**config.mk**
```make
export PLATFORM = sky130hd
export DESIGN_NAME = sleep_and_power_reduction
export DESIGN_NICKNAME = d
export VERILOG_FILES = /design/src/common/power_ctl_pkg.sv /design/src/rtl/sleep_and_power_reduction.sv
export SDC_FILE = /design/constraint.sdc
export NUM_CORES = 1
export LEC_CHECK = 0
export BUFFER_PORTS_ARGS = -buffer_cell sky130_fd_sc_hd__clkbuf_2
export CORE_MARGIN = 2
export CORE_UTILIZATION = 51
export CTS_CLUSTER_DIAMETER = 80
export DETAILED_ROUTE_END_ITERATION = 8
export GPL_TIMING_DRIVEN = 0
export PLACE_DENSITY_LB_ADDON = 0.12
export SLEW_MARGIN = 5
export SYNTH_ARGS = -nofsm -noshare
export SYNTH_HDL_FRONTEND = slang
export SYNTH_SLANG_ARGS = --single-unit
```
**constraint.sdc**
```tcl
create_clock -name clk_i -period 2.8 [get_ports clk_i]
set_input_delay 0.42 -clock clk_i [delete_from_list [all_inputs] [get_ports clk_i]]
set_output_delay 0.42 -clock clk_i [all_outputs]
set_load 0.05 [all_outputs]
```
**src/common/power_ctl_pkg.sv**
```systemverilog
// Purpose: shared constants and types for the sleep and power reduction block
// Assumes: Avalon-MM slave with 32-bit data, one word per register
// Notes: offsets are byte addresses
`default_nettype none
package power_ctl_pkg;
    localparam logic [3:0] SLEEP_CTL_OFS = 4'h0;
    localparam logic [3:0] CORE_MISC_OFS = 4'h4;
    localparam logic [3:0] CLK_GATE_OFS = 4'h8;
    localparam logic [3:0] STATUS_OFS = 4'hC;

    localparam int SLEEP_EN_POS = 0;
    localparam int SLEEP_MODE_LSB = 1;
    localparam int BOD_UNLOCK_POS = 5;
    localparam int BOD_OFF_POS = 6;

    localparam int GATE_CONV = 0;
    localparam int GATE_USI = 1;
    localparam int GATE_TIM0 = 2;
    localparam int GATE_TIM1 = 3;
    localparam int GATE_SPI = 4;
    localparam int GATE_LIN = 5;
    localparam logic [7:0] GATE_MASK = 8'h3F;
    localparam logic [7:0] SLEEP_CTL_MASK = 8'h07;

    localparam logic [7:0] RESET_BYTE = 8'h00;

    localparam int UNLOCK_WINDOW_CYC = 4;
    localparam int BOD_ACT_DELAY_CYC = 3;
    localparam int BOD_ACT_LEN_CYC = 3;

    typedef enum logic [1:0] {
        MODE_IDLE = 2'b00,
        MODE_NOISE = 2'b01,
        MODE_PDOWN = 2'b10,
        MODE_PSAVE = 2'b11
    } sleep_mode_t;

    typedef struct packed {
        logic [3:0] address;
        logic read;
        logic write;
        logic [31:0] writedata;
    } bus_req_t;

    typedef struct packed {
        logic brownout_fuse;
        logic debug_fuse;
        logic timer_async_select;
        logic comp_uses_ref;
        logic comp_enable;
        logic conv_enable;
        logic watchdog_enable;
    } analog_cfg_t;

    typedef struct packed {
        logic cpu_clk_en;
        logic io_clk_en;
        logic conv_clk_en;
        logic async_clk_en;
        logic main_osc_en;
        logic [5:0] periph_clk_en;
        logic periph_io_block;
        logic brownout_active;
        logic vref_enable;
        logic comp_active;
        logic comp_mux_allowed;
        logic conv_active;
        logic conv_extended;
        logic watchdog_run;
        logic input_buf_en;
    } power_out_t;
endpackage
`default_nettype wire

```
**src/rtl/sleep_and_power_reduction.sv**
```systemverilog
// Purpose: sleep mode control, timed brown-out sleep sequence, peripheral clock gating
// Assumes: sleep and wake arrive from core logic on clk_i; config levels are synchronised here
// Notes: gated peripherals keep state since only their clock enable drops
//
// Overview of operation
// RQ1: a set gate bit stops that peripheral clock and blocks its register access.
// RQ2: clearing a gate bit restarts the clock; peripheral state is kept.
// RQ3: gating acts in active and idle; deeper modes halt peripheral clocks anyway. Here noise keeps the converter clock, power-save an async narrow timer.
// RQ4: converter stays on in sleep; after off then on, next conversion is extended.
// RQ5: power-down and power-save disable comparator, unless it uses internal reference. Here the comparator is dropped either way; only its reference stays on.
// RQ6: internal reference on only when brown-out, comparator or converter need it.
// RQ7: fuse-enabled brown-out stays active in sleep unless software sequence disables it.
// RQ8: an enabled watchdog keeps running in every sleep mode.
// RQ9: input buffers off when io and converter clocks both halted, except wake inputs.
// RQ10: debug fuse keeps main clock source running in every sleep mode.
// RQ11: sleep control bits 7 to 3 read zero.
// RQ12: mode field bits 2..1: idle, noise reduction, power-down, power-save.
// RQ13: sleep instruction enters the mode only while sleep enable is one.
// RQ14: write off and unlock both one, then off alone within four cycles.
// RQ15: off bit active three cycles after set, clears three cycles later.
// RQ16: unlock bit at position 5 permits setting the off bit.
// RQ17: gating register bits 7 and 6 read zero.
// RQ18: bit 5 stops lin/uart clock; software reinitialises afterwards.
// RQ19: bit 4 stops spi clock; software avoids it while debugging.
// RQ20: bit 3 stops wide timer; bit 2 stops narrow timer only when synchronous.
// RQ21: bit 1 stops universal serial unit clock; software reinitialises afterwards.
// RQ22: bit 0 shuts converter; comparator may not use converter mux then.
// RQ23: software brown-out disable applies only in power-down and power-save, at entry.
// RQ24: on wake from such sleep, brown-out detection is re-enabled.
// RQ25: reset clears gates, mode, sleep enable and brown-out bits.
`timescale 1ns/1ps
`default_nettype none
module sleep_and_power_reduction
    import power_ctl_pkg::*;
(
    // clock and reset
    input wire logic clk_i,
    input wire logic rst_n_i,
    // avalon-mm slave
    input wire power_ctl_pkg::bus_req_t bus_i,
    output logic [31:0] readdata_o,
    output logic waitrequest_o,
    // core sleep handshake
    input wire logic sleep_instr_i,
    input wire logic wake_i,
    // fuse and analog configuration levels
    input wire power_ctl_pkg::analog_cfg_t cfg_i,
    // power outputs
    output power_ctl_pkg::power_out_t pwr_o
);
    import power_ctl_pkg::*;

    logic [7:0] sleep_ctl_q;
    logic [7:0] gate_q;
    logic [1:0] unlock_cnt_q;
    logic unlock_q;
    logic [2:0] bod_cnt_q;
    logic bod_off_q;
    logic asleep_q;
    logic bod_sw_off_q;
    sleep_mode_t mode_q;
    analog_cfg_t cfg_m_q;
    analog_cfg_t cfg_q;
    logic conv_was_off_q;
    logic ack_q;
    logic wait_q;
    logic [31:0] rdata_q;
    power_out_t pwr_q;

    function automatic logic deep_mode(input sleep_mode_t m);
        deep_mode = (m == MODE_PDOWN) || (m == MODE_PSAVE);
    endfunction

    logic req;
    logic wr_sleep;
    logic wr_misc;
    logic wr_gate;
    logic bod_active;
    assign req = (bus_i.read || bus_i.write) && !ack_q;
    assign wr_sleep = ack_q && bus_i.write && bus_i.address == SLEEP_CTL_OFS;
    assign wr_misc = ack_q && bus_i.write && bus_i.address == CORE_MISC_OFS;
    assign wr_gate = ack_q && bus_i.write && bus_i.address == CLK_GATE_OFS;
    assign bod_active = bod_off_q && bod_cnt_q >= 3'(BOD_ACT_DELAY_CYC);

    // config synchroniser
    always_ff @(posedge clk_i) begin
        if (!rst_n_i) begin
            cfg_m_q <= '0;
            cfg_q <= '0;
        end else begin
            cfg_m_q <= cfg_i;
            cfg_q <= cfg_m_q;
        end
    end

    // bus handshake: one wait cycle, answer in the second
    always_ff @(posedge clk_i) begin
        if (!rst_n_i) begin
            ack_q <= 1'b0;
            wait_q <= 1'b1;
            rdata_q <= '0;
        end else begin
            ack_q <= req;
            wait_q <= !req;
            if (req && bus_i.read) begin
                case (bus_i.address)
                    SLEEP_CTL_OFS: rdata_q <= {24'h0000_00, sleep_ctl_q & SLEEP_CTL_MASK}; // [RQ11]
                    CORE_MISC_OFS: rdata_q <= {24'h0000_00, 1'b0, bod_off_q, unlock_q, 5'h00};
                    CLK_GATE_OFS: rdata_q <= {24'h0000_00, gate_q & GATE_MASK}; // [RQ17]
                    STATUS_OFS: rdata_q <= {28'h000_0000, bod_sw_off_q, 1'b0, mode_q[1],
                        asleep_q};
                    default: rdata_q <= '0;
                endcase
            end
        end
    end

    assign readdata_o = rdata_q;
    assign waitrequest_o = wait_q;

    // sleep control register
    always_ff @(posedge clk_i) begin
        if (!rst_n_i) begin
            sleep_ctl_q <= RESET_BYTE; // [RQ25]
        end else if (wr_sleep) begin
            sleep_ctl_q <= bus_i.writedata[7:0] & SLEEP_CTL_MASK; // [RQ11]
        end
    end

    // clock gating register
    always_ff @(posedge clk_i) begin
        if (!rst_n_i) begin
            gate_q <= RESET_BYTE; // [RQ25]
        end else if (wr_gate) begin
            gate_q <= bus_i.writedata[7:0] & GATE_MASK; // [RQ17]
        end
    end

    // timed unlock window and brown-out off bit
    always_ff @(posedge clk_i) begin
        if (!rst_n_i) begin
            unlock_q <= 1'b0; // [RQ25]
            unlock_cnt_q <= '0;
            bod_off_q <= 1'b0;
            bod_cnt_q <= '0;
        end else begin
            if (wr_misc && bus_i.writedata[BOD_OFF_POS] && bus_i.writedata[BOD_UNLOCK_POS]) begin
                unlock_q <= 1'b1; // [RQ16]
                unlock_cnt_q <= '0;
            end else if (unlock_q) begin
                if (unlock_cnt_q == 2'(UNLOCK_WINDOW_CYC - 1)) begin
                    unlock_q <= 1'b0; // [RQ14]
                end
                unlock_cnt_q <= unlock_cnt_q + 2'd1;
            end
            if (wr_misc && unlock_q && bus_i.writedata[BOD_OFF_POS]
                && !bus_i.writedata[BOD_UNLOCK_POS]) begin
                bod_off_q <= 1'b1; // [RQ14]
                bod_cnt_q <= 3'd1;
                unlock_q <= 1'b0;
            end else if (bod_off_q) begin
                if (bod_cnt_q == 3'(BOD_ACT_DELAY_CYC + BOD_ACT_LEN_CYC - 1)) begin
                    bod_off_q <= 1'b0; // [RQ15]
                    bod_cnt_q <= '0;
                end else begin
                    bod_cnt_q <= bod_cnt_q + 3'd1;
                end
            end
        end
    end

    // sleep entry and wake
    always_ff @(posedge clk_i) begin
        if (!rst_n_i) begin
            asleep_q <= 1'b0;
            mode_q <= MODE_IDLE;
            bod_sw_off_q <= 1'b0;
        end else if (asleep_q && wake_i) begin
            asleep_q <= 1'b0;
            bod_sw_off_q <= 1'b0; // [RQ24]
        end else if (!asleep_q && sleep_instr_i && sleep_ctl_q[SLEEP_EN_POS]) begin
            asleep_q <= 1'b1; // [RQ13]
            mode_q <= sleep_mode_t'(sleep_ctl_q[SLEEP_MODE_LSB +: 2]); // [RQ12]
            bod_sw_off_q <= bod_active
                && deep_mode(sleep_mode_t'(sleep_ctl_q[SLEEP_MODE_LSB +: 2])); // [RQ15] [RQ23]
        end
    end

    // converter off history for extended conversion
    always_ff @(posedge clk_i) begin
        if (!rst_n_i) begin
            conv_was_off_q <= 1'b1;
        end else if (!cfg_q.conv_enable || gate_q[GATE_CONV]) begin
            conv_was_off_q <= 1'b1; // [RQ4]
        end else if (pwr_q.conv_active) begin
            conv_was_off_q <= 1'b0;
        end
    end

    // registered power outputs
    power_out_t pwr_d;
    logic io_run;
    logic conv_run;
    logic async_run;
    logic comp_on;
    logic bod_on;
    logic conv_on;
    always_comb begin
        io_run = !asleep_q || mode_q == MODE_IDLE;
        conv_run = !asleep_q || mode_q == MODE_IDLE || mode_q == MODE_NOISE;
        async_run = conv_run || mode_q == MODE_PSAVE;
        conv_on = cfg_q.conv_enable && !gate_q[GATE_CONV]; // [RQ4] [RQ22]
        // deep sleep drops the comparator; a reference it uses stays on below
        comp_on = cfg_q.comp_enable && !(asleep_q && deep_mode(mode_q)); // [RQ5]
        bod_on = cfg_q.brownout_fuse && !bod_sw_off_q; // [RQ7]
        pwr_d.cpu_clk_en = !asleep_q;
        pwr_d.io_clk_en = io_run;
        pwr_d.conv_clk_en = conv_run;
        pwr_d.async_clk_en = async_run;
        pwr_d.main_osc_en = conv_run || cfg_q.debug_fuse; // [RQ10]
        // gating only bites while clocks run; deep modes halt all but an async narrow timer in power-save
        pwr_d.periph_clk_en[GATE_CONV] = conv_run && !gate_q[GATE_CONV]; // [RQ1] [RQ3] [RQ22]
        pwr_d.periph_clk_en[GATE_USI] = io_run && !gate_q[GATE_USI]; // [RQ21]
        pwr_d.periph_clk_en[GATE_TIM0] = cfg_q.timer_async_select ? async_run
            : (io_run && !gate_q[GATE_TIM0]); // [RQ20]
        pwr_d.periph_clk_en[GATE_TIM1] = io_run && !gate_q[GATE_TIM1]; // [RQ20] [RQ2]
        pwr_d.periph_clk_en[GATE_SPI] = io_run && !gate_q[GATE_SPI]; // [RQ19]
        pwr_d.periph_clk_en[GATE_LIN] = io_run && !gate_q[GATE_LIN]; // [RQ18]
        pwr_d.periph_io_block = |gate_q; // [RQ1]
        pwr_d.brownout_active = bod_on;
        pwr_d.vref_enable = bod_on || (cfg_q.comp_enable && cfg_q.comp_uses_ref)
            || conv_on; // [RQ5] [RQ6]
        pwr_d.comp_active = comp_on;
        pwr_d.comp_mux_allowed = !gate_q[GATE_CONV]; // [RQ22]
        pwr_d.conv_active = conv_on;
        pwr_d.conv_extended = conv_on && conv_was_off_q; // [RQ4]
        pwr_d.watchdog_run = cfg_q.watchdog_enable; // [RQ8]
        pwr_d.input_buf_en = conv_run; // [RQ9]
    end

    always_ff @(posedge clk_i) begin
        if (!rst_n_i) begin
            pwr_q <= '0;
        end else begin
            pwr_q <= pwr_d;
        end
    end

    assign pwr_o = pwr_q;

    // assertions
    property p_gate_stops_clock;
        @(posedge clk_i) disable iff (!rst_n_i)
        gate_q[GATE_SPI] |=> !pwr_q.periph_clk_en[GATE_SPI];
    endproperty
    a_gate_stops_clock: assert property (p_gate_stops_clock) // [RQ1]
        else $error("gated spi clock still running");

    property p_ungate_restarts;
        @(posedge clk_i) disable iff (!rst_n_i)
        (!gate_q[GATE_LIN] && !asleep_q) |=> pwr_q.periph_clk_en[GATE_LIN];
    endproperty
    a_ungate_restarts: assert property (p_ungate_restarts) // [RQ2]
        else $error("ungated lin clock not running");

    property p_deep_halts;
        @(posedge clk_i) disable iff (!rst_n_i)
        (asleep_q && deep_mode(mode_q)) |=> !pwr_q.periph_clk_en[GATE_TIM1];
    endproperty
    a_deep_halts: assert property (p_deep_halts) // [RQ3]
        else $error("peripheral clock runs in deep sleep");

    property p_reserved_zero;
        @(posedge clk_i) disable iff (!rst_n_i)
        sleep_ctl_q[7:3] == 5'h00 && gate_q[7:6] == 2'b00;
    endproperty
    a_reserved_zero: assert property (p_reserved_zero) // [RQ11]
        else $error("reserved bits nonzero");

    property p_sleep_needs_enable;
        @(posedge clk_i) disable iff (!rst_n_i)
        (!asleep_q && sleep_instr_i && !sleep_ctl_q[SLEEP_EN_POS]) |=> !asleep_q;
    endproperty
    a_sleep_needs_enable: assert property (p_sleep_needs_enable) // [RQ13]
        else $error("slept without sleep enable");

    property p_bod_off_life;
        @(posedge clk_i) disable iff (!rst_n_i)
        $rose(bod_off_q) |-> !bod_active [*2] ##1 bod_active [*3] ##1 !bod_off_q;
    endproperty
    a_bod_off_life: assert property (p_bod_off_life) // [RQ15]
        else $error("brown-out off timing wrong");

    property p_unlock_window;
        @(posedge clk_i) disable iff (!rst_n_i)
        $rose(unlock_q) |-> ##[1:4] !unlock_q;
    endproperty
    a_unlock_window: assert property (p_unlock_window) // [RQ14]
        else $error("unlock window too long");

    property p_bod_reenable;
        @(posedge clk_i) disable iff (!rst_n_i)
        (asleep_q && wake_i) |=> !bod_sw_off_q ##1 (pwr_q.brownout_active == cfg_q.brownout_fuse);
    endproperty
    a_bod_reenable: assert property (p_bod_reenable) // [RQ24]
        else $error("brown-out not re-enabled on wake");

    property p_vref;
        @(posedge clk_i) disable iff (!rst_n_i)
        (!cfg_q.brownout_fuse && !cfg_q.comp_enable && !cfg_q.conv_enable) |=> !pwr_q.vref_enable;
    endproperty
    a_vref: assert property (p_vref) // [RQ6]
        else $error("reference on without user");

    property p_debug_osc;
        @(posedge clk_i) disable iff (!rst_n_i)
        cfg_q.debug_fuse |=> pwr_q.main_osc_en;
    endproperty
    a_debug_osc: assert property (p_debug_osc) // [RQ10]
        else $error("main oscillator off under debug");

    c_deep_sleep: cover property (@(posedge clk_i) disable iff (!rst_n_i)
        asleep_q && mode_q == MODE_PDOWN);
    c_sw_bod_off: cover property (@(posedge clk_i) disable iff (!rst_n_i) bod_sw_off_q);
    c_gate_all: cover property (@(posedge clk_i) disable iff (!rst_n_i) gate_q == GATE_MASK);
endmodule
`default_nettype wire

```
After elaboration in Yosys (flattened, before gate mapping)
Index checks and enable logic that the tools add are counted.
- flip-flop bits (word level): 88
- input bits: 49
- output and inout bits: 53
- logic and storage cells: 128
- add/subtract/negate cells: 2
- order comparisons: 1
- equality and inequality tests: 10
- multiplexer cells: 11
- bitwise operators: 2
- reductions and logical operators: 60
- operators with widths (kind ; number):
    $logic_and 1x1->1 ; 28
    $pmux 7 s4 ; 1
    $logic_not 1->1 ; 13
    $eq 2x2->1 const B ; 5
    $logic_or 1x1->1 ; 10
    $mux 1 ; 9
    $eq 4x4->1 const B ; 2
    $reduce_or 2->1 ; 4
    $reduce_or 6->1 ; 1
    $eq 4x3->1 const B ; 1
    $logic_not 4->1 ; 1
    $add 3x1->3 const B ; 1
    $eq 3x3->1 const B ; 1
    $ge 3x2->1 const B ; 1
    $mux 3 ; 1
    $add 2x1->2 const B ; 1
    $eq 2x1->1 const B ; 1
    $logic_not 2->1 ; 1
    $not 1->1 ; 2
    $reduce_and 2->1 ; 1
    $reduce_bool 2->1 ; 1

Longest topological paths before layout
- depth in word-level cells: 6
- gate-level depth with buffers: 5
- depth with buffers taken out: 5

Least setup slack after synthesis
OpenSTA, ideal clock, no wires.
- path kind: flip-flop to output port
- from: reg pwr_o[0] (netlist name)
- to: out pwr_o[17] (netlist bit)
- arrival time: 894 ps
- required time: 2380 ps
- slack: 1486 ps
- stages on the path, launching flop included: 2
- path buffers: 1
- path through: dfxtp_1 > buf_4
- RTL lines (what ; line ; RTL):
    end, declared ; sleep_and_power_reduction.sv:49 ; output power_ctl_pkg::power_out_t pwr_o

==> flow_summary.toml <==
[synthesis]
synth_area_mm2 = 0.00247
synth_top_area_cell = "dfxtp_1"
synthMostInstantiatedCell = "dfxtp_1"
syn_area_per_cell_um2 = 9.89
synth_flop_cell = "dfxtp_1"
yosys.cell_types.count = 41
synth_commonest_cells = "dfxtp_1, buf_4, and2_1"
ys.warnings.count = 0
synth-seq-area-share = 0.510
synth_seq_cells = 63
syn_inst = 250
synth_async_sr_flop_share = 0
yosys-top-cells-area = "dfxtp_1, buf_4, and2_1, a21boi_1, o21ai_0"
yosysTopAreaCellShare = 0.510
synth_edf_count = 0

[placement]
hpwl_um = 3570
place_inst = 378
io_buffer_count = 50
place_ws_ns = 1.28
place_area_mm2 = 0.00288
gp_congestion = 0.800

[worst_setup_path]
r2r_setup_slack_ns = 1.46
crit_chain = "buf_4 -> clkbuf_2"
r2r_start = "ack_q$_SDFF_PN0_"
cp.arrival_ns = 1.03
cpPeakStageDelay_ns = 0.34
start_kind = "register"
cp.buffers_inverters = 2
cpMaxStageDelayCell = "dfxtp_1"
cp_top_family = "buffers and inverters"
path_max_fanout = 2
startpoint = "pwr_o[0]$_SDFF_PN0_"
cp.required_ns = 2.38
critPathCaptureType = "primary output"
critical_path_class = "reg2out"

[pwr]
powerDensity_mw_per_mm2 = 629
ir_drop_uv = 343
power.total_w = 0.00193
p_leak_nw = 1.46

[hold_path]
min_from = "cfg_i[4]"
hold_path.class = "in2reg"

[timing]
slew_viol_final = 0
max_freq_ghz = 0.690
fin_skew_ns = 0.00785
period_minus_slack_ns = 1.45
tns_ns = 0
setup_viol = 0
finalCritPeriodShare = 0.517
rsz0062_at_grt = "false"
worst_slack_ns = 1.35
hold_violations = 0

[global_route]
antenna_found_initial = 0
grt_overflow = 0
grt_max_degree = 11
track_usage = 0.190
grt_pass1_wl_um = 7640
first_global_vias = 1733

[floorplanning]
die_w_um = 73.6
rows = 25
ios = 102
core_area_mm2 = 0.00469
die_y_um = 73.6
initial_core_util = 0.527
dieArea_mm2 = 0.00542

[run]
cap_violations = 0

[route]
routed_wl_um = 4770
via_per_inst = 4.81
drc_errors = 0
firstDrtPassIters = 4
ant_nets = 0
routedWlPerCell_um = 12.1
vias = 1896
drt-initial-drc-count = 87

[cts]
tritoncts = "done"
cts_hold_buffers = 0
numCtsBuffers = 9
htree_levels = 3
root_buffer = "clkbuf_8"
post_cts_buffers = 0
cts_resized = 0
cts_buffer_depth = 2
clkLatencyLatePin_ns = 0.33
cts.reportedPaths.clkPinSlew_ns = 0.06
clock-sinks = 63

[layout]
final_layout_size_suffix_gt1_frac = 0.300
design_area_mm2 = 0.00307
num-fill-cells = 405
antenna_cells = 0
fin_nets = 386
syn_to_final_growth_pct = 24.2
fin_cells = 394

[status]
outcome = "complete, no violations"
==> routing by layer <==
metal | GRT usage | vias to the layer above | wire, um | share of wire
met4 | 0.0990 | 0 | 68 | 0.014
met5 | 0 | - | 0 | 0
li1 | - | 975 | - | -
met2 | 0.308 | 55 | 2260 | 0.47
met3 | 0.0535 | 7 | 257 | 0.054
met1 | 0.229 | 859 | 2190 | 0.46
==> kinds of logic after synthesis <==
group                      synth area share
muxes                                0.0354
buffers and inverters                 0.110
adders and majority gates            0.0101
DFF                                   0.510
other                               0.00152
and+or+nand+nor                       0.202
AOI/OAI and AO/OA                     0.124
xor gates and xnor gates            0.00708
==> flip-flops by register name, summed over array words and instances, names as in the netlist <==
name            count
pwr_o              19
cfg_m_q             7
cfg_q               7
readdata_o          7
gate_q              6
bod_cnt_q           3
sleep_ctl_q         3
mode_q              2
unlock_cnt_q        2
ack_q               1
asleep_q            1
bod_off_q           1
bod_sw_off_q        1
conv_was_off_q      1
unlock_q            1
waitrequest_o       1
==> final timing paths <==
path                                  endpoint  depth (start not counted)
setup / recovery                     pwr_o[17]                          2
hold / removal           cfg_m_q[4]$_SDFF_PN0_                          2
setup reg to reg  unlock_cnt_q[0]$_SDFFE_PP0P_                          4
hold reg to reg            pwr_o[1]$_SDFF_PN0_                          1
==> area by class of cell <==
type,count,area [um2],share of cell area
sequential,63,1260,0.410
clock buffer,13,149,0.0485
buffer,36,241,0.0786
multi-input combinational,167,1030,0.336
clock inverter,3,42.5,0.0138
timing repair buffer,50,250,0.0814
inverter,8,30.0,0.00977
tap,54,67.6,0.0220
==> where the power goes <==
group | total, W | switching (W) | internal [W]
Combinational | 0.000245 | 0.000175 | 0.0000695
Sequential | 0.000929 | 0.00000818 | 0.000921
Clock | 0.000759 | 0.000323 | 0.000435
==> placed cells by master, fill, tap and decap left out, drive strengths merged, types with 2 or more instances in the layout <==
cell,count
a21boi,16
a21oi,2
a22oi,2
a311o,2
a32oi,2
and2,18
and3,7
and3b,3
buf,32
clkbuf,67
conb,25
dfxtp,63
ha,2
inv,8
mux2,6
mux2i,2
nand2,9
nand2b,5
nand3,11
nand4,5
nor2,9
nor2b,11
o21a,2
o21ai,16
==> metrics by stage <==
step | hold slack (ns) | util
after floorplan | 0.406 | -
after global placement | 0.414 | 0.614
after detailed placement | 0.422 | 0.614
after CTS | 0.292 | 0.655
after global routing | 0.288 | 0.655
final | 0.297 | 0.655
No activity file was read; power rests on OpenSTA's default activity.
